$ cat src/dpgc_pkg.sv
package dpgc_pkg;
  // configuration register offsets (byte addresses)
  localparam logic [11:0] DPGC_OFS_TUNING = 12'h0d0;
  localparam logic [11:0] DPGC_OFS_GENCTL = 12'h0d4;
  // reset values
  localparam logic [31:0] DPGC_TUNING_RST = 32'h32140000;
  localparam logic DPGC_VENDOR_BIT_RST = 1'h0;
  localparam logic DPGC_CLK_GATE_RST = 1'h0;
  localparam logic DPGC_PFIP_RST = 1'h0;
  // field positions of the general control register
  localparam int DPGC_BIT_VENDOR = 16;
  localparam int DPGC_BIT_CLK_GATE = 15;
  localparam int DPGC_BIT_HPC = 14;
  localparam int DPGC_BIT_HPS = 13;
  localparam int DPGC_BIT_PFIP = 6;

  // configuration access request
  typedef struct packed {
    logic rd;
    logic wr;
    logic [11:0] addr;
    logic [3:0] be;
    logic [31:0] wdata;
  } dpgc_cfg_req_s;

  // preload word from the serial eeprom loader
  typedef struct packed {
    logic valid;
    logic [11:0] addr;
    logic [31:0] data;
  } dpgc_preload_s;
endpackage

$ cat src/dpgc_port_ctrl.sv
`timescale 1ns/1ps
module dpgc_port_ctrl
  import dpgc_pkg::*;
(
  // clock and fundamental reset
  input wire logic core_clk_i,
  input wire logic nrst_i,
  // configuration access
  input wire dpgc_cfg_req_s cfg_req_i,
  output logic [31:0] cfg_rdata_o,
  output logic cfg_ack_o,
  // eeprom preload
  input wire dpgc_preload_s preload_i,
  // pins
  input wire logic downstream_port_strap_pin_i,
  input wire logic slot_power_fault_in_i,
  // outputs
  output logic port_reference_clock_out_en_o,
  output logic slotcap_hot_plug_capable_o,
  output logic slotcap_hot_plug_surprise_o
);

  logic strap_s1, strap_s2, fault_s1, fault_s2;
  logic strap_pend;
  logic [31:0] tuning, next_tuning;
  logic vendor_reserved_bit, next_vendor_reserved_bit;
  logic clk_gate_on_fault_en, next_clk_gate_on_fault_en;
  logic hot_plug_capable_cfg, next_hot_plug_capable_cfg;
  logic hot_plug_surprise_cfg, next_hot_plug_surprise_cfg;
  logic power_fault_input_present, next_power_fault_input_present;
  logic [31:0] next_rdata;
  logic next_refclk_en;
  logic [31:0] genctl_view;
  logic [31:0] wmask;

  // pin synchronisers; second stage only is read
  always_ff @(posedge core_clk_i) begin
    strap_s1 <= downstream_port_strap_pin_i;
    strap_s2 <= strap_s1;
    fault_s1 <= slot_power_fault_in_i;
    fault_s2 <= fault_s1;
  end

  // strap is caught once after reset release, when synchronised value has settled
  logic [1:0] strap_wait, next_strap_wait;
  // counter parks at 3 so a strap that moves later never overwrites software's choice
  always_comb begin
    next_strap_wait = strap_wait;
    if (strap_wait != 2'h3) begin
      next_strap_wait = strap_wait + 2'h1;
    end
  end

  always_ff @(posedge core_clk_i) begin
    if (!nrst_i) begin
      strap_wait <= 2'h0;
    end else begin
      strap_wait <= next_strap_wait;
    end
  end
  assign strap_pend = (strap_wait == 2'h2);

  always_comb begin
    wmask = {{8{cfg_req_i.be[3]}}, {8{cfg_req_i.be[2]}}, {8{cfg_req_i.be[1]}}, {8{cfg_req_i.be[0]}}};
    next_tuning = tuning;
    next_vendor_reserved_bit = vendor_reserved_bit;
    next_clk_gate_on_fault_en = clk_gate_on_fault_en;
    next_hot_plug_capable_cfg = hot_plug_capable_cfg;
    next_hot_plug_surprise_cfg = hot_plug_surprise_cfg;
    next_power_fault_input_present = power_fault_input_present;
    if (strap_pend) begin
      next_hot_plug_capable_cfg = strap_s2;
      next_hot_plug_surprise_cfg = strap_s2;
    end
    if (preload_i.valid && preload_i.addr == DPGC_OFS_TUNING) begin
      next_tuning = preload_i.data;
    end
    if (preload_i.valid && preload_i.addr == DPGC_OFS_GENCTL) begin
      next_vendor_reserved_bit = preload_i.data[DPGC_BIT_VENDOR];
      next_clk_gate_on_fault_en = preload_i.data[DPGC_BIT_CLK_GATE];
      next_hot_plug_capable_cfg = preload_i.data[DPGC_BIT_HPC];
      next_hot_plug_surprise_cfg = preload_i.data[DPGC_BIT_HPS];
      next_power_fault_input_present = preload_i.data[DPGC_BIT_PFIP];
    end
    // software may write the tuning word freely
    if (cfg_req_i.wr && cfg_req_i.addr == DPGC_OFS_TUNING) begin
      next_tuning = (tuning & ~wmask) | (cfg_req_i.wdata & wmask);
    end
    // only read/write fields take write data
    if (cfg_req_i.wr && cfg_req_i.addr == DPGC_OFS_GENCTL) begin
      if (cfg_req_i.be[2]) begin
        next_vendor_reserved_bit = cfg_req_i.wdata[DPGC_BIT_VENDOR];
      end
      if (cfg_req_i.be[1]) begin
        next_clk_gate_on_fault_en = cfg_req_i.wdata[DPGC_BIT_CLK_GATE];
        next_hot_plug_capable_cfg = cfg_req_i.wdata[DPGC_BIT_HPC];
        next_hot_plug_surprise_cfg = cfg_req_i.wdata[DPGC_BIT_HPS];
      end
      if (cfg_req_i.be[0]) begin
        next_power_fault_input_present = cfg_req_i.wdata[DPGC_BIT_PFIP];
      end
    end
  end

  always_ff @(posedge core_clk_i) begin
    if (!nrst_i) begin
      tuning <= DPGC_TUNING_RST;
      vendor_reserved_bit <= DPGC_VENDOR_BIT_RST;
      clk_gate_on_fault_en <= DPGC_CLK_GATE_RST;
      hot_plug_capable_cfg <= 1'h0;
      hot_plug_surprise_cfg <= 1'h0;
      power_fault_input_present <= DPGC_PFIP_RST;
    end else begin
      tuning <= next_tuning;
      vendor_reserved_bit <= next_vendor_reserved_bit;
      clk_gate_on_fault_en <= next_clk_gate_on_fault_en;
      hot_plug_capable_cfg <= next_hot_plug_capable_cfg;
      hot_plug_surprise_cfg <= next_hot_plug_surprise_cfg;
      power_fault_input_present <= next_power_fault_input_present;
    end
  end

  always_comb begin
    genctl_view = 32'h00000000;
    genctl_view[DPGC_BIT_VENDOR] = vendor_reserved_bit;
    genctl_view[DPGC_BIT_CLK_GATE] = clk_gate_on_fault_en;
    genctl_view[DPGC_BIT_HPC] = hot_plug_capable_cfg;
    genctl_view[DPGC_BIT_HPS] = hot_plug_surprise_cfg;
    genctl_view[DPGC_BIT_PFIP] = power_fault_input_present;
  end

  always_comb begin
    next_rdata = 32'h00000000;
    if (cfg_req_i.rd && cfg_req_i.addr == DPGC_OFS_TUNING) begin
      next_rdata = tuning;
    end else if (cfg_req_i.rd && cfg_req_i.addr == DPGC_OFS_GENCTL) begin
      next_rdata = genctl_view;
    end
  end

  always_comb begin
    next_refclk_en = !(clk_gate_on_fault_en && power_fault_input_present && fault_s2);
  end

  always_ff @(posedge core_clk_i) begin
    if (!nrst_i) begin
      cfg_rdata_o <= 32'h00000000;
      cfg_ack_o <= 1'h0;
      port_reference_clock_out_en_o <= 1'h0;
      slotcap_hot_plug_capable_o <= 1'h0;
      slotcap_hot_plug_surprise_o <= 1'h0;
    end else begin
      cfg_rdata_o <= next_rdata;
      cfg_ack_o <= cfg_req_i.rd | cfg_req_i.wr;
      port_reference_clock_out_en_o <= next_refclk_en;
      slotcap_hot_plug_capable_o <= hot_plug_capable_cfg;
      slotcap_hot_plug_surprise_o <= hot_plug_surprise_cfg;
    end
  end
endmodule

$ cat config.mk
export PLATFORM = sky130hd
export DESIGN_NAME = dpgc_port_ctrl
export DESIGN_NICKNAME = d
export VERILOG_FILES = /design/src/dpgc_pkg.sv /design/src/dpgc_port_ctrl.sv
export SDC_FILE = /design/constraint.sdc
export NUM_CORES = 1
export LEC_CHECK = 0
export BUFFER_PORTS_ARGS = -buffer_cell sky130_fd_sc_hd__buf_2
export CORE_ASPECT_RATIO = 0.5
export CORE_MARGIN = 2
export CORE_UTILIZATION = 30
export CTS_BUF_LIST = sky130_fd_sc_hd__clkbuf_8 sky130_fd_sc_hd__clkbuf_16
export DETAILED_ROUTE_END_ITERATION = 8
export PLACE_DENSITY = 0.65
export RECOVER_POWER = 50
export SLEW_MARGIN = 20
export SYNTH_ARGS = -nofsm -noshare
export SYNTH_HDL_FRONTEND = slang
export SYNTH_SLANG_ARGS = --single-unit
$ cat constraint.sdc
create_clock -name core_clk_i -period 3 [get_ports core_clk_i]
set_input_delay 0.6 -clock core_clk_i [delete_from_list [all_inputs] [get_ports core_clk_i]]
set_output_delay 0.6 -clock core_clk_i [all_outputs]
set_load 0.005 [all_outputs]
# Word-level counts from Yosys, hierarchy flattened
# Index checks and enable logic that the tools add are counted.
[totals] register_bits=79 latchBits=0 mem_bits_rw=0 romBits=0 input_bits=99 out_inout_bits=36 wordCells=59 memories=0
[op_classes] add_sub_neg=1 mul=0 div=0 order_cmp=0 eq_ne=6 n_shift=0 mux=21 n_bitwise=5 n_reduce_logical=10
[ops] op="$mux 32" n=3
[ops] op="$and 32x32->32" n=2
[ops] op="$eq 12x8->1 const B" n=4
[ops] op="$not 32->32" n=1
[ops] op="$or 32x32->32" n=1
[ops] op="$mux 1" n=17
[ops] op="$mux 17" n=1
[ops] op="$logic_and 1x1->1" n=8
[ops] op="$add 2x1->2 const B" n=1
[ops] op="$eq 2x2->1 const B" n=1
[ops] op="$ne 2x2->1 const B" n=1
[ops] op="$reduce_bool 2->1" n=1
[ops] op="$logic_not 1->1" n=1
[ops] op="$or 1x1->1" n=1

# Longest topological paths before layout
# Gate-level depths: netlist (run 1).
[logic_depth] word_depth=5 depth_mapped=7 ltp_nobuf=6

# Worst setup path before layout (run 1)
# OpenSTA, ideal clock, no wires.
[synth_timing] kind="in2reg" from="input port cfg_req_i[47] (netlist bit)" to="register with a tool-made name" setup_ps=87 arrival_time_ps=2347 required_ps=2913 path_slack_ps=566 stages=5 path_buffers=1 cell_sequence="or4_4 -> or4_4 -> buf_6 -> a21o_4 -> a221oi_2"
[synth_rtl] element="start, declared" line_no="dpgc_port_ctrl.sv:9" rtl="input wire dpgc_cfg_req_s cfg_req_i,"

==> key figures, run 1 <==
Outcome
  • Status: finished clean

Clocking
  • Worst-path clk slew: 0.06 ns
  • Clk_lat worst skew: 0.34 ns
  • CTS Buffer Depth: 2
  • CTS tree: yes
  • Inserted Clock Buffers: 9
  • Cts hold-fix bufs: 0
  • Root Driver: clkbuf_16
  • H-Tree Depth: 3
  • Clock Sinks: 79
  • Post-CTS Setup Repair Bufs: 0
  • PostCTS Resize Cnt: 0

STA
  • Worst Tran Pin Value: 1.41 ns
  • Hold Vio Cnt, Final: 0
  • Min Clock Period, post-route: 2.44 ns
  • Slew margin rel.: 0.0579
  • Peak Freq: 0.410 GHz
  • RSZ-0062 raised after global routing: false
  • Setup Skew: 0.00551 ns
  • Setup TNS: 0 ns
  • Final Setup Violations: 0
  • Final period util: 0.813
  • Final slew viol count: 0

Detailed routing
  • Vias per cell: 4.64
  • Drt pass-1 iters: 4
  • WL/cell: 13.6 microns
  • Detailed Route WL: 8.98 mm
  • Via count: 3,070
  • DRC viols: 0
  • Final ANT Viol Nets: 0
  • Drt initial violations: 128

Worst setup path
  • Crit path capture type: flip-flop
  • Reg2reg start: strap_wait[0]$_SDFFE_PN0P_
  • Worst setup SP type: input pin
  • CP required: 3.24 ns
  • Reg2reg setup slack: 1.84 ns
  • FF-to-FF path depth: 6
  • R2R Path End: hot_plug_capable_cfg$_SDFF_PN0_
  • Critical path type: in2reg
  • Worst Path Max Fanout: 21
  • Crit path DAT: 2.68 ns
  • Crit. Startpoint: cfg_req_i[47]

Layout
  • Commonest non-fill, non-tap cell in the layout: buf_2
  • # fillers: 1,212
  • Area growth syn-to-layout: 32.1%
  • Most frequent cells in the layout: buf_2, dfxtp_1, and2_1
  • Fin nets: 591
  • Layout cells sized above 1: 0.347

Floorplan
  • Row cnt: 28
  • I/O pins: 135
  • Die area: 13,000 sq um
  • Die Y: 81.6 microns
  • DIE WIDTH: 159 microns
  • Initial Util: 0.307
  • Core area: 11,800 sq um

Synthesis
  • Seq cells post-synth: 79
  • Post-Syn Area: 3620 sq um
  • Post-Syn Area per Cell: 10.2 sq um
  • Yosys cell types: 40
  • Seq/Total Area, Yosys: 0.437
  • Synthesis Warnings: 0
  • Share of the synthesized area in the top cell type: 0.437
  • Synth area leader: dfxtp_1
  • Syn Nets: 454
  • Synth area leaders: dfxtp_1, mux2i_1, and2_1
  • Cell count after synthesis: 353

Power and ir drop
  • Cell Pwr Density: 500 nW/um^2
  • Tot Pwr: 0.00239 W
  • Leakage power: 2.11 nW
  • Worst VDD drop: 0.000223 V

GRT
  • Pin count of the biggest net entering global routing: 24
  • First-pass GRT wire length: 13.9 mm
  • Gr usage total: 0.139
  • GRT overflow: 0
  • Antenna violations before repair: 1
  • Vias in the first global route: 2,790

Flow run
  • Maxcap violations: 0

Placed design
  • HPWL Detailed: 6.68 mm
  • Placer Congestion: 0.715
  • IO buf count: 134

Hold path
  • Worst min path class: reg2reg
[kinds of logic (layout without fill, tap and decap cells)]
| logic type | after synthesis | count (layout) | share of synthesized area |
|---|---|---|---|
| compound gates | 64 | 64 | 0.180 |
| xor+xnor | 1 | 1 | 0.00242 |
| fa+ha+maj | 2 | 2 | 0.00692 |
| buf+inv | 38 | 180 | 0.0467 |
| flops | 79 | 79 | 0.437 |
| mux | 42 | 42 | 0.116 |
| other cells | 0 | 1 | 0 |
| simple gates | 127 | 127 | 0.211 |
[how the worst min path moves through the flow]
stage,start,to,slack [ns],cells after the start
after floorplan,fault_s1$_DFF_P_,fault_s2$_DFF_P_,0.31,0
after global placement,strap_s1$_DFF_P_,strap_s2$_DFF_P_,0.31,0
after detailed placement,fault_s1$_DFF_P_,fault_s2$_DFF_P_,0.32,0
after CTS,fault_s1$_DFF_P_,fault_s2$_DFF_P_,0.33,0
after global routing,fault_s1$_DFF_P_,fault_s2$_DFF_P_,0.34,0
final,fault_s1$_DFF_P_,fault_s2$_DFF_P_,0.32,0
[final cells by class]
type / instances / area, sq um / area share
Multi-Input combinational cell: 236 / 1870 / 0.392
Sequential cell: 79 / 1580 / 0.331
Timing Repair Buffer: 149 / 747 / 0.156
Clock buffer: 9 / 225 / 0.0471
Tap cell: 165 / 206 / 0.0432
Clock inverter: 7 / 87.6 / 0.0183
Inverter: 15 / 56.3 / 0.0118
Antenna cell: 1 / 2.50 / 0.000524
[cell usage after synthesis]
cell type and number:
nor4_1 1, or2_2 1, nor2_2 1, nand2_1 16
o211a_1 11, buf_2 4, nand2b_1 1, ha_1 2
or3_1 3, a211o_1 11, nor2_1 33, a21o_4 2
dfxtp_1 79, clkbuf_1 10, o41ai_1 7, xor2_1 1
nand3b_1 4, buf_6 2, a221oi_2 16, o21ai_0 3
nand4_1 1, a21oi_1 9, a31oi_1 1, nand4b_1 7
and2_1 43, a21oi_4 2, nor4_4 1, nand2_4 1
or4b_4 1, o22ai_1 2, mux2i_1 42, or4_1 3
buf_1 4, clkinv_1 1, clkbuf_2 2, inv_1 14
or4_4 2, nand3_1 3, buf_4 1, nor4_2 5
[worst max-delay path: stages]
cell and delay, ns:
buf_2 0.10, or4_4 0.64, or4_4 0.75, a21o_4 0.32, a221oi_2 0.25
[power breakdown]
part	internal (W)	switching [W]	total, W
sequential	0.00106	0.00000809	0.00107
clock	0.000721	0.000409	0.00113
combinational	0.0000905	0.0000935	0.000184
total	0.00188	0.000511	0.00239
[stage by stage]
| step | cell area [sq um] | setup WS (ns) | util | cells | hold slack [ns] |
|---|---|---|---|---|---|
| 2_1_floorplan | 3620 | 0.566 | - | 353 | 0.310 |
| 3_3_place_gp | 4500 | 0.274 | 0.382 | 644 | 0.311 |
| 3_5_place_dp | 4500 | 0.230 | 0.382 | 644 | 0.318 |
| 4_1_cts | 4810 | 0.585 | 0.409 | 660 | 0.330 |
| 5_1_grt | 4770 | 0.492 | 0.406 | 660 | 0.339 |
| 6_report | 4780 | 0.560 | 0.406 | 661 | 0.322 |
[metal layers]
layer	up-vias	global-route usage	wire length (microns)
li1	1544	-	-
met1	1461	0.165	4010
met2	59	0.237	4370
met3	6	0.0525	507
met4	0	0.0491	95
met5	-	0	0
(Power assumes the default switching activity.)
==> run 2, diff against run 1 <==
PLACE_DENSITY = 0.67   (was 0.65)
clock period = 2.1 ns   (was 3 ns; I/O delays follow)
==> run 2 against run 1 <==
Flip-flop and latch count stayed put. Critical path depth increased by 2. Routed wire length up 1.7%. Non-clock buffer count increased by 8. Cell count up 1.1%.
==> key figures, run 2 (synthesis results as in run 1) <==
Clocking
  • Inserted Clock Buffers: 9 (unchanged)
  • PostCTS Resize Cnt: 0 (unchanged)
  • Root Driver: clkbuf_16 (unchanged)
  • Clk_lat worst skew: 0.33 ns (was 0.34 ns)
  • Cts hold-fix bufs: 0 (unchanged)
  • Worst-path clk slew: 0.06 ns (about the same)
  • Clock Sinks: 79 (unchanged)
  • CTS tree: yes (unchanged)
  • CTS Buffer Depth: 2 (unchanged)
  • Post-CTS Setup Repair Bufs: 0 (unchanged)
  • H-Tree Depth: 3 (unchanged)

GRT
  • Vias in the first global route: 2,910 (was 2,790)
  • GRT overflow: 0 (unchanged)
  • Pin count of the biggest net entering global routing: 28 (was 24)
  • Gr usage total: 0.140 (was 0.139)
  • First-pass GRT wire length: 14.2 mm (was 13.9 mm)
  • Antenna violations before repair: 1 (unchanged)

Floorplan
  • Die Y: 81.6 microns (unchanged)
  • Initial Util: 0.307 (unchanged)
  • Row cnt: 28 (unchanged)
  • I/O pins: 135 (unchanged)
  • Die area: 13,000 sq um (unchanged)
  • DIE WIDTH: 159 microns (unchanged)
  • Core area: 11,800 sq um (unchanged)

STA
  • RSZ-0062 raised after global routing: false (unchanged)
  • Final slew viol count: 0 (unchanged)
  • Final Setup Violations: 0 (unchanged)
  • Min Clock Period, post-route: 2.03 ns
  • Slew margin rel.: 0.457 (was 0.0579)
  • Worst Tran Pin Value: 0.814 ns (was 1.41 ns)
  • Setup Skew: 0.00600 ns (was 0.00551 ns)
  • Setup TNS: 0 ns (unchanged)
  • Final period util: 0.965
  • Peak Freq: 0.493 GHz
  • Hold Vio Cnt, Final: 0 (unchanged)

Detailed routing
  • Drt initial violations: 137 (was 128)
  • Via count: 3,104 (was 3,070)
  • Drt pass-1 iters: 4 (unchanged)
  • WL/cell: 13.7 microns (was 13.6 microns)
  • Final ANT Viol Nets: 0 (unchanged)
  • Detailed Route WL: 9.14 mm (was 8.98 mm)
  • Vias per cell: 4.65 (was 4.64)
  • DRC viols: 0 (unchanged)

Layout
  • Commonest non-fill, non-tap cell in the layout: buf_2 (unchanged)
  • Fin nets: 599 (was 591)
  • Final core utilization: 0.417 (was 0.406)
  • Antenna Cells: 0 (was 1)
  • Most frequent cells in the layout: buf_2, dfxtp_1, and2_1 (unchanged)
  • Area growth syn-to-layout: 35.7% (was 32.1%)
  • Layout cells sized above 1: 0.354 (was 0.347)

Worst setup path
  • Worst path slowest cell: or4_4 (unchanged)
  • CP cell instances: buf_2 > or4_4 > clkbuf_2 > or4_1 > nor2_4 > buf_12 > and2_1 (was buf_2 > or4_4 > or4_4 > a21o_4 > a221oi_2)
  • CP top delay family: simple AND/OR/NAND/NOR gates (unchanged)
  • Critical path type: in2reg (unchanged)
  • Crit path capture type: flip-flop (unchanged)
  • CP required: 2.37 ns (was 3.24 ns)
  • Worst Path Max Fanout: 27 (was 21)
  • Reg2reg setup slack: 0.88 ns (was 1.84 ns)
  • Worst setup SP type: input pin (unchanged)
  • Crit path DAT: 2.30 ns (was 2.68 ns)
  • Crit path buf inv count: 3 (was 1)
  • Crit-path max cell delay: 0.57 ns (was 0.75 ns)

Power and ir drop
  • Cell Pwr Density: 688 nW/um^2 (was 500 nW/um^2)
  • Leakage power: 2.19 nW (was 2.11 nW)
  • Worst VDD drop: 0.000459 V (was 0.000223 V)

Hold path
  • Worst min path class: in2reg (was reg2reg)

Placed design
  • HPWL Detailed: 6.79 mm (was 6.68 mm)
  • Placer Congestion: 0.800 (was 0.715)
  • IO buf count: 134 (unchanged)

Outcome
  • Status: finished clean (unchanged)

Flow run
  • Maxcap violations: 0 (unchanged)
==> run 2: final cells by class <==
| type | count | area (sq um) |
|---|---|---|
| flip-flops and latches | 79 | 1580 |
| clock buffers | 10 | 239 |
| inverters | 15 | 56.3 |
| well taps | 165 | 206 |
| repair buffers | 157 | 847 |
| fillers | 1182 | 6860 |
| clock inverters | 6 | 62.6 |
| multi-input cells | 236 | 1920 |
==> run 2: worst paths after layout <==
check                             start                               to  cells past startpoint
max reg2reg  strap_wait[0]$_SDFFE_PN0P_  hot_plug_capable_cfg$_SDFF_PN0_                      5
min               slot_power_fault_in_i                 fault_s1$_DFF_P_                      1
max                       cfg_req_i[47]       cfg_rdata_o[12]$_SDFF_PN0_                      7
min reg2reg            strap_s1$_DFF_P_                 strap_s2$_DFF_P_                      0
==> run 2: stage by stage <==
step | total power (W) | worst slack, ns | cells | hold slack, ns | area [sq um]
after global routing | 0.00350 | 0.0350 | 668 | 0.174 | 4910
after global placement | 0.00184 | -0.275 | 652 | 0.314 | 4650
final | 0.00338 | 0.0735 | 668 | 0.187 | 4910
after detailed placement | 0.00185 | -0.281 | 652 | 0.314 | 4650
after CTS | 0.00341 | 0.0679 | 668 | 0.178 | 4950
after floorplan | 0.00170 | -0.116 | 353 | 0.310 | 3690
==> run 2: power breakdown <==
group          total, W  internal [W]  switching (W)
Combinational  0.000280      0.000134       0.000146
Sequential      0.00153       0.00152      0.0000109
Clock           0.00157      0.000948       0.000617
==> run 2: metal layers <==
metal / GRT usage / vias up / part of all wire
li1: - / 1555 / -
met1: 0.167 / 1459 / 0.46
met2: 0.240 / 74 / 0.47
met3: 0.0455 / 14 / 0.052
met4: 0.0555 / 2 / 0.015
met5: 0 / - / 0.0014
==> run 2: worst reg2reg max path: stages (launching register included) <==
cell	delay, ns
dfxtp_1	0.37
inv_1	0.06
ha_1	0.22
o21ai_0	0.22
mux2i_1	0.10
o22ai_1	0.18
